===== src/pkg/acal_regs_pkg.sv =====
`default_nettype none
package acal_regs_pkg;

   // ---------------------------------------------------------------
   // register offsets (register port address space)
   // ---------------------------------------------------------------
   localparam logic [11:0] ADDR_AUTOCAL_CONFIG  = 12'h030;
   localparam logic [11:0] ADDR_CALIB_STATUS    = 12'h240;
   localparam logic [11:0] ADDR_CURRENT_PEAK    = 12'h400;
   localparam logic [11:0] ADDR_VOLTAGE_PEAK    = 12'h401;

   // ---------------------------------------------------------------
   // field positions and widths
   // ---------------------------------------------------------------
   localparam int          AUTOCAL_CFG_W        = 7;   // bits 6..0
   localparam int          CALIB_READY_BIT      = 0;
   localparam int          PEAK_SRC_LSB         = 24;  // bits 26..24
   localparam int          PEAK_SRC_W           = 3;
   localparam int          MAG_W                = 24;  // bits 23..0
   localparam int          PEAK_SHIFT           = 5;   // sample / 2^5
   localparam int          SRC_CURRENT_A_BIT    = 0;
   localparam int          SRC_CURRENT_B_BIT    = 1;
   localparam int          SEL_CURRENT_A_BIT    = 0;
   localparam int          SEL_CURRENT_B_BIT    = 1;

   // ---------------------------------------------------------------
   // register port framing
   // ---------------------------------------------------------------
   localparam int          ADDR_W               = 12;
   localparam int          DATA_W               = 32;
   localparam int          CMD_BITS             = 16;
   localparam int          CMD_ADDR_LSB         = 4;   // addr in cmd[15:4]
   localparam int          CMD_READ_BIT         = 3;   // 1 = read
   localparam int          BIT_CNT_W            = 6;

   // ---------------------------------------------------------------
   // reset values
   // ---------------------------------------------------------------
   localparam logic [AUTOCAL_CFG_W-1:0] AUTOCAL_CONFIG_RST = 7'h00;
   localparam logic                     CALIB_READY_RST    = 1'b0;
   localparam logic [MAG_W-1:0]         PEAK_MAG_RST       = 24'h000000;
   localparam logic [PEAK_SRC_W-1:0]    PEAK_SRC_RST       = 3'h0;

   // ---------------------------------------------------------------
   // types
   // ---------------------------------------------------------------
   typedef struct packed {
      logic voltage_cal_enable;        // bit 6
      logic current_b_cal_enable;      // bit 5
      logic current_a_cal_enable;      // bit 4
      logic current_b_cal_power_mode;  // bit 3, 0 = normal
      logic current_a_cal_power_mode;  // bit 2, 0 = normal
      logic cal_run_bit;               // bit 1
      logic cal_mode_gate;             // bit 0
   } autocal_cfg_t;

   typedef struct packed {
      logic [PEAK_SRC_W-1:0] source;
      logic [MAG_W-1:0]      magnitude;
   } peak_hold_t;

   typedef enum logic [1:0] {
      PORT_IDLE = 2'b00,
      PORT_CMD  = 2'b01,
      PORT_DATA = 2'b10,
      PORT_DONE = 2'b11
   } port_state_t;

endpackage
`default_nettype wire


===== src/rtl/autocal_control_and_peak_regs.sv =====
// Notes on behaviour
// config bit 6 enables voltage channel autocalibration; resets zero, read/write.
// config bit 5 enables current channel B autocalibration; resets zero, read/write.
// config bit 4 enables current channel A autocalibration; resets zero, read/write.
// config bit 3 selects channel B calibration power mode; zero is normal.
// config bit 2 selects channel A calibration power mode; zero is normal.
// run bit 1 starts calibration with bits 6..2; software keeps gate set.
// no calibration runs unless gate bit 0 is set, whatever the run bit.
// while gate is set, all registers except calibration results are inaccessible; here every register but the config register reads zero.
// status bit 0 reads one when calibration system ready; resets zero.
// peak current bits 26..24 report which current channel made the peak.
// source bit 0 set when channel A produced the held peak.
// source bit 1 set when channel B produced the held peak.
// peak current bits 23..0 hold absolute current sample divided by 32.
// peak voltage bits 23..0 hold absolute voltage sample divided by 32.
// peak current monitors only channels chosen by two-bit select field.
// a peak register updates only when a new magnitude exceeds the held one; here a read of it with gate bit 0 clear also zeroes it.
`timescale 1ns/1ps
`default_nettype none
module autocal_control_and_peak_regs #(
   parameter int SAMPLE_W = 32
) (
   input  wire logic                         clk,                   // 200 MHz clock
   input  wire logic                         rst,                   // sync reset, high
   input  wire logic                         sclk,                  // port serial clock
   input  wire logic                         cs_n,                  // port select, low
   input  wire logic                         mosi,                  // port data in
   output logic                              miso,                  // port data out
   output logic                              miso_oe_n,             // miso enable, low
   input  wire logic                         calib_ready_in,        // cal system ready
   input  wire logic [1:0]                   peak_channel_select,   // current peak select
   input  wire logic                         sample_valid,          // new samples strobe
   input  wire logic [SAMPLE_W-1:0]          current_a_sample,      // signed channel A
   input  wire logic [SAMPLE_W-1:0]          current_b_sample,      // signed channel B
   input  wire logic [SAMPLE_W-1:0]          voltage_sample,        // signed voltage
   output acal_regs_pkg::autocal_cfg_t       cal_cfg,               // config to engine
   output logic                              cal_start,             // run start pulse
   output logic                              cal_active,            // run and gate set
   output logic                              access_blocked         // gate locks registers
);

   // ---------------------------------------------------------------
   // helpers
   // ---------------------------------------------------------------
   function automatic logic [acal_regs_pkg::MAG_W-1:0] scaled_mag(
      input logic [SAMPLE_W-1:0] s
   );
      logic [SAMPLE_W-1:0] a;
      logic [SAMPLE_W-1:0] q;
      a = s[SAMPLE_W-1] ? (~s + 1'b1) : s;
      q = a >> acal_regs_pkg::PEAK_SHIFT;
      if (|q[SAMPLE_W-1:acal_regs_pkg::MAG_W])
         return '1;
      return q[acal_regs_pkg::MAG_W-1:0];
   endfunction

   // ---------------------------------------------------------------
   // state
   // ---------------------------------------------------------------
   acal_regs_pkg::port_state_t                 st_ff, nxt_st;
   logic [acal_regs_pkg::BIT_CNT_W-1:0]        cnt_ff, nxt_cnt;
   logic [acal_regs_pkg::DATA_W-1:0]           rx_ff, nxt_rx;
   logic [acal_regs_pkg::DATA_W-1:0]           tx_ff, nxt_tx;
   logic [acal_regs_pkg::ADDR_W-1:0]           addr_ff, nxt_addr;
   logic                                       rd_ff, nxt_rd;
   logic                                       sclk_q_ff;
   logic                                       miso_ff, nxt_miso;
   logic                                       oe_n_ff, nxt_oe_n;
   acal_regs_pkg::autocal_cfg_t                cfg_ff, nxt_cfg;
   logic                                       ready_ff;
   logic                                       start_ff, nxt_start;
   logic                                       active_ff, nxt_active;
   acal_regs_pkg::peak_hold_t                  ipk_ff, nxt_ipk;
   acal_regs_pkg::peak_hold_t                  vpk_ff, nxt_vpk;

   logic                                       rise;
   logic                                       fall;
   logic                                       wr_en;
   logic                                       clr_ipk;
   logic                                       clr_vpk;
   logic [acal_regs_pkg::ADDR_W-1:0]           cmd_addr;
   logic                                       cmd_rd;
   logic [acal_regs_pkg::DATA_W-1:0]           rd_data;

   assign rise     = sclk & ~sclk_q_ff;
   assign fall     = ~sclk & sclk_q_ff;
   assign cmd_addr = rx_ff[acal_regs_pkg::CMD_BITS-1:acal_regs_pkg::CMD_ADDR_LSB];
   assign cmd_rd   = rx_ff[acal_regs_pkg::CMD_READ_BIT];

   // ---------------------------------------------------------------
   // read data
   // ---------------------------------------------------------------
   always_comb
   begin
      rd_data = '0;
      unique case (cmd_addr)
         acal_regs_pkg::ADDR_AUTOCAL_CONFIG:
            rd_data[acal_regs_pkg::AUTOCAL_CFG_W-1:0] = cfg_ff;
         acal_regs_pkg::ADDR_CALIB_STATUS:
            rd_data[acal_regs_pkg::CALIB_READY_BIT] = ready_ff;
         acal_regs_pkg::ADDR_CURRENT_PEAK:
            rd_data[acal_regs_pkg::PEAK_SRC_LSB+acal_regs_pkg::PEAK_SRC_W-1:0] = ipk_ff;
         acal_regs_pkg::ADDR_VOLTAGE_PEAK:
            rd_data[acal_regs_pkg::MAG_W-1:0] = vpk_ff.magnitude;
         default:
            rd_data = '0;
      endcase
      if (cfg_ff.cal_mode_gate && cmd_addr != acal_regs_pkg::ADDR_AUTOCAL_CONFIG)
         rd_data = '0;
   end

   // ---------------------------------------------------------------
   // serial register port
   // ---------------------------------------------------------------
   always_comb
   begin
      nxt_st   = st_ff;
      nxt_cnt  = cnt_ff;
      nxt_rx   = rx_ff;
      nxt_tx   = tx_ff;
      nxt_addr = addr_ff;
      nxt_rd   = rd_ff;
      nxt_miso = miso_ff;
      nxt_oe_n = 1'b1;
      wr_en    = 1'b0;
      clr_ipk  = 1'b0;
      clr_vpk  = 1'b0;
      if (cs_n)
      begin
         nxt_st  = acal_regs_pkg::PORT_IDLE;
         nxt_cnt = '0;
      end
      else
      begin
         nxt_oe_n = 1'b0;
         unique case (st_ff)
            acal_regs_pkg::PORT_IDLE:
            begin
               nxt_st  = acal_regs_pkg::PORT_CMD;
               nxt_cnt = '0;
               if (rise)
               begin
                  nxt_rx  = {rx_ff[acal_regs_pkg::DATA_W-2:0], mosi};
                  nxt_cnt = 6'h01;
               end
            end
            acal_regs_pkg::PORT_CMD:
            begin
               if (rise)
               begin
                  nxt_rx  = {rx_ff[acal_regs_pkg::DATA_W-2:0], mosi};
                  nxt_cnt = cnt_ff + 6'h01;
               end
               if (cnt_ff == 6'(acal_regs_pkg::CMD_BITS))
               begin
                  nxt_addr = cmd_addr;
                  nxt_rd   = cmd_rd;
                  nxt_tx   = rd_data;
                  nxt_cnt  = '0;
                  nxt_st   = acal_regs_pkg::PORT_DATA;
                  // peak holds restart once captured for a read with gate bit 0 clear
                  if (cmd_rd && !cfg_ff.cal_mode_gate)
                  begin
                     clr_ipk = (cmd_addr == acal_regs_pkg::ADDR_CURRENT_PEAK);
                     clr_vpk = (cmd_addr == acal_regs_pkg::ADDR_VOLTAGE_PEAK);
                  end
               end
            end
            acal_regs_pkg::PORT_DATA:
            begin
               if (fall && rd_ff)
               begin
                  nxt_miso = tx_ff[acal_regs_pkg::DATA_W-1];
                  nxt_tx   = {tx_ff[acal_regs_pkg::DATA_W-2:0], 1'b0};
               end
               if (rise)
               begin
                  nxt_rx  = {rx_ff[acal_regs_pkg::DATA_W-2:0], mosi};
                  nxt_cnt = cnt_ff + 6'h01;
               end
               if (cnt_ff == 6'(acal_regs_pkg::DATA_W))
               begin
                  wr_en  = ~rd_ff;
                  nxt_st = acal_regs_pkg::PORT_DONE;
               end
            end
            acal_regs_pkg::PORT_DONE:
               nxt_st = acal_regs_pkg::PORT_DONE;
         endcase
      end
   end

   always_ff @(posedge clk)
   begin
      if (rst)
      begin
         st_ff     <= acal_regs_pkg::PORT_IDLE;
         cnt_ff    <= '0;
         rx_ff     <= '0;
         tx_ff     <= '0;
         addr_ff   <= '0;
         rd_ff     <= 1'b0;
         sclk_q_ff <= 1'b1;
         miso_ff   <= 1'b0;
         oe_n_ff   <= 1'b1;
      end
      else
      begin
         st_ff     <= nxt_st;
         cnt_ff    <= nxt_cnt;
         rx_ff     <= nxt_rx;
         tx_ff     <= nxt_tx;
         addr_ff   <= nxt_addr;
         rd_ff     <= nxt_rd;
         sclk_q_ff <= sclk;
         miso_ff   <= nxt_miso;
         oe_n_ff   <= nxt_oe_n;
      end
   end

   // ---------------------------------------------------------------
   // autocalibration control
   // ---------------------------------------------------------------
   always_comb
   begin
      nxt_cfg = cfg_ff;
      if (wr_en && addr_ff == acal_regs_pkg::ADDR_AUTOCAL_CONFIG)
         nxt_cfg = acal_regs_pkg::autocal_cfg_t'(
                      rx_ff[acal_regs_pkg::AUTOCAL_CFG_W-1:0]);
      nxt_active = nxt_cfg.cal_run_bit & nxt_cfg.cal_mode_gate;
      nxt_start  = nxt_active & ~active_ff;
   end

   always_ff @(posedge clk)
   begin
      if (rst)
      begin
         cfg_ff    <= acal_regs_pkg::autocal_cfg_t'(acal_regs_pkg::AUTOCAL_CONFIG_RST);
         ready_ff  <= acal_regs_pkg::CALIB_READY_RST;
         active_ff <= 1'b0;
         start_ff  <= 1'b0;
      end
      else
      begin
         cfg_ff    <= nxt_cfg;
         ready_ff  <= calib_ready_in;
         active_ff <= nxt_active;
         start_ff  <= nxt_start;
      end
   end

   // ---------------------------------------------------------------
   // peak capture
   // ---------------------------------------------------------------
   always_comb
   begin
      logic [acal_regs_pkg::MAG_W-1:0]      a_mag;
      logic [acal_regs_pkg::MAG_W-1:0]      b_mag;
      logic [acal_regs_pkg::MAG_W-1:0]      v_mag;
      logic [acal_regs_pkg::MAG_W-1:0]      c_mag;
      logic [acal_regs_pkg::PEAK_SRC_W-1:0] c_src;
      logic                                 use_a;
      logic                                 use_b;
      a_mag = scaled_mag(current_a_sample);
      b_mag = scaled_mag(current_b_sample);
      v_mag = scaled_mag(voltage_sample);
      use_a = peak_channel_select[acal_regs_pkg::SEL_CURRENT_A_BIT];
      use_b = peak_channel_select[acal_regs_pkg::SEL_CURRENT_B_BIT];
      if (use_a && use_b && a_mag == b_mag)
         use_a = 1'b1;
      else if (use_a && use_b)
      begin
         use_a = a_mag > b_mag;
         use_b = ~use_a;
      end
      c_mag = use_a ? a_mag : (use_b ? b_mag : '0);
      c_src = '0;
      c_src[acal_regs_pkg::SRC_CURRENT_A_BIT] = use_a;
      c_src[acal_regs_pkg::SRC_CURRENT_B_BIT] = use_b;
      nxt_ipk = clr_ipk ? '0 : ipk_ff;
      nxt_vpk = clr_vpk ? '0 : vpk_ff;
      // a sample in the clearing cycle still counts
      if (sample_valid && (use_a || use_b) && c_mag > nxt_ipk.magnitude)
      begin
         nxt_ipk.magnitude = c_mag;
         nxt_ipk.source    = c_src;
      end
      if (sample_valid && v_mag > nxt_vpk.magnitude)
         nxt_vpk.magnitude = v_mag;
   end

   always_ff @(posedge clk)
   begin
      if (rst)
      begin
         ipk_ff <= {acal_regs_pkg::PEAK_SRC_RST, acal_regs_pkg::PEAK_MAG_RST};
         vpk_ff <= {acal_regs_pkg::PEAK_SRC_RST, acal_regs_pkg::PEAK_MAG_RST};
      end
      else
      begin
         ipk_ff <= nxt_ipk;
         vpk_ff <= nxt_vpk;
      end
   end

   // ---------------------------------------------------------------
   // outputs
   // ---------------------------------------------------------------
   assign miso           = miso_ff;
   assign miso_oe_n      = oe_n_ff;
   assign cal_cfg        = cfg_ff;
   assign cal_start      = start_ff;
   assign cal_active     = active_ff;
   assign access_blocked = cfg_ff.cal_mode_gate;

endmodule
`default_nettype wire


===== config.mk =====
export PLATFORM = sky130hd
export DESIGN_NAME = autocal_control_and_peak_regs
export DESIGN_NICKNAME = d
export VERILOG_FILES = /design/src/pkg/acal_regs_pkg.sv /design/src/rtl/autocal_control_and_peak_regs.sv
export SDC_FILE = /design/constraint.sdc
export NUM_CORES = 1
export LEC_CHECK = 0
export ABC_AREA = 1
export BUFFER_PORTS_ARGS = -buffer_cell sky130_fd_sc_hd__buf_2
export CORE_ASPECT_RATIO = 0.9
export CORE_MARGIN = 5
export CORE_UTILIZATION = 34
export CTS_CLUSTER_DIAMETER = 150
export CTS_CLUSTER_SIZE = 24
export DETAILED_ROUTE_END_ITERATION = 12
export SLEW_MARGIN = 20
export SYNTH_ARGS = -nofsm -noshare
export SYNTH_HDL_FRONTEND = slang
export SYNTH_SLANG_ARGS = --single-unit
export TNS_END_PERCENT = 10

===== constraint.sdc =====
create_clock -name clk -period 6.08 [get_ports clk]
set_clock_uncertainty 0.15 [all_clocks]
set_input_delay 0.608 -clock clk [delete_from_list [all_inputs] [get_ports clk]]
set_output_delay 0.608 -clock clk [all_outputs]
set_load 0.1 [all_outputs]

==> results.ini <==
[outcome]
status=finished, final reports clean

[clock_tree]
numCtsBuffers=17
cts_sinks=132
clkTransAtPathRegs_ns=0.07
clock_latency_ns=0.42
cts_buffer_depth=2
post_cts_buffers=0
cts_resized=0
cts_tree=built
cts_hold_buf=0
root_buffer=clkbuf_16
cts_htree_levels=4

[floorplanning]
fp-row-count=63
dieArea_mm2=0.0367
ios=117
die_y_um=182
initial_utilization=0.343
die_x_um=201
coreArea_mm2=0.0327

[setup_path]
cp.required_ns=6.25
crit_path_top_delay_cell=ha_1
end_kind=flop
cp_top_family=simple AND/OR/NAND/NOR gates
cp-start-kind=input port
crit_top_cell=nand2_1
cp.arrival_ns=5.53
critPathBufInv=6
critPathKind=input port to flop
critPathMaxFanout=26
rrSetupSlack_ns=1.89
crit_path_max_incr_delay_ns=0.35

[grt]
grt_start_max_net_pins=87
grt_use_total=0.161
grt_first_pass_wirelength_um=50600
top_usage_layer=met2
use_met3=0.0247
grt_pass1_vias=10400
antenna_found_initial=1
grt_use_met1=0.229
grt_remaining_overflow=0
grtUsageMet2=0.259

[timing]
finalHoldViolCount=0
rsz0062_at_grt=no
max_slew_margin=0.330
tns_ns=0
min_period_ns=5.36
tightest_slew_ns=1.01
period_share=0.881
fmax_mhz=187
final_max_slew_viol_count=0
setup_viol_count_final=0
hold_slack_ns=0.236

[hold_path]
worstHoldPathType=input port to flop

[synth]
syn_inst=1723
ys_types=54
yosysSeqAreaShare=0.236
yosys_warnings=0
ys_async_sr_fraction=0
ys_seq_elements=132
synth_area_mm2=0.0112
syn-num-nets=1907
synth_edf_count=0
syn_area_per_cell_um2=6.50
synth_top_flop_cell=dfxtp_1

[detailed_routing]
wl_um=29900
vias=11000
wl_per_cell_um=13.3
viasPerCell=4.91
drtPass1Iterations=5
dr.first_iter.drc_count=628
drtAntennaViolNets=0
drc=0

[placement]
place_hpwl_um=23700
gp_congestion=0.907
port_buffers=116

[pwr]
p_int_mw=1.82
power_switching_mw=0.961
clockPowerShare=0.377
switching_share=0.345
power.share.sequential=0.346
power_density_mw_per_mm2=220
ir_worst_vdd_mv=0.132
p_comb_frac=0.277
leakage_nw=6.09

[final_layout]
nets=1995
diodes=0
drive_above_1_share=0.167
syn_to_final_growth_pct=12.8
fillers=3500

[flow_run]
maxCapViolCount=0

-- routing by layer --
metal / wire (um) / vias up
met5: 13 / -
met4: 296 / 2
met3: 1380 / 21
met2: 13200 / 227
met1: 15000 / 4978
li1: - / 5805
-- synthesized netlist by cell type (2+ instances only) --
cell	number	area [um^2]
nor2_1	166	623
buf_8	2	30.0
nand4_2	2	25.0
nor3_1	13	65.1
a21o_1	2	15.0
a21boi_0	2	15.0
nand3_1	142	711
o21ai_0	74	370
nor3_4	2	32.5
dfxtp_1	132	2640
o31ai_1	2	15.0
inv_1	189	709
o21ai_2	3	26.3
xnor2_1	11	96.3
buf_1	5	18.8
a221oi_1	3	26.3
or2_1	2	12.5
nand4_1	29	181
o21a_1	2	15.0
a21oi_1	129	646
a22oi_1	6	45.0
buf_2	18	90.1
buf_4	5	37.5
o211ai_1	22	165
nor4_1	5	31.3
nand2_1	446	1670
nor2_8	2	40.0
nor2_4	8	90.1
o21bai_1	2	15.0
nand3b_1	9	67.6
xor2_1	45	394
nand2_2	20	125
or2_2	2	12.5
nor2_2	19	119
nand3_2	57	571
buf_6	13	146
a211oi_1	2	15.0
inv_2	15	56.3
clkbuf_1	22	82.6
ha_1	79	988
-- flip-flops by register name, summed over array words and instances, names as in the netlist --
register / cells
tx_ff: 32
ipk_ff: 26
vpk_ff: 24
rx_ff: 16
addr_ff: 12
cal_cfg: 6
cnt_ff: 6
st_ff: 2
access_blocked: 1
cal_active: 1
cal_start: 1
miso: 1
miso_oe_n: 1
rd_ff: 1
ready_ff: 1
sclk_q_ff: 1
-- worst min-delay path, stage by stage --
cell	delay [ns]
buf_2	0.07
inv_1	0.03
nor2_1	0.06
-- through the flow --
stage	total power [mW]	setup slack (ns)	util	area [um^2]	cells
6_report	2.78	0.722	0.386	12600	2246
3_3_place_gp	1.74	0.377	0.368	12000	2214
3_5_place_dp	1.75	0.329	0.368	12000	2214
2_1_floorplan	1.55	1.28	-	11200	1723
4_1_cts	2.80	0.736	0.386	12600	2246
5_1_grt	2.97	0.162	0.386	12600	2246
-- power groups by stage --
stage / combinational, mW / sequential (mW) / clock (mW)
detailed placement: 0.767 / 0.979 / 0
finish: 0.771 / 0.961 / 1.05
CTS: 0.773 / 0.961 / 1.07
global route: 0.887 / 0.967 / 1.11
global placement: 0.757 / 0.978 / 0
floorplan: 0.582 / 0.966 / 0
-- cells in the final DEF, fill, tap and decap left out, types with 18 or more instances in the layout --
cell	count
nand3_1	142
dfxtp_1	132
buf_2	116
ha_1	79
nand4_1	29
nor2_1	166
inv_1	188
nand3_2	57
nand2_1	446
xor2_1	45
buf_4	18
nor2_2	19
nand2_2	20
o21ai_0	74
o211ai_1	22
a21oi_1	129
-- cell families after synthesis --
group | after synthesis | share of synthesized area
DFF | 132 | 0.236
xor gates and xnor gates | 57 | 0.0462
adders and majority gates | 79 | 0.0882
and+or+nand+nor | 928 | 0.396
buffers and inverters | 270 | 0.105
AOI/OAI and AO/OA | 257 | 0.129
-- path summary, 6_finish.rpt --
check | from | end | cells past startpoint
min reg2reg | cal_active | cal_start | 1
max | current_a_sample[7] | ipk_ff[8] | 35
max reg2reg | st_ff[1] | vpk_ff[0] | 21
min | calib_ready_in | ready_ff | 3
-- cell type report --
| cell class | count | area, um^2 | area share |
|---|---|---|---|
| sequential | 132 | 2640 | 0.209 |
| multi-input combinational | 1321 | 7390 | 0.585 |
| clock buffer | 18 | 429 | 0.0340 |
| tap | 422 | 528 | 0.0418 |
| clock inverter | 14 | 166 | 0.0132 |
| inverter | 205 | 769 | 0.0609 |
| timing repair buffer | 134 | 716 | 0.0566 |
Power figures use the tool's default switching activity.
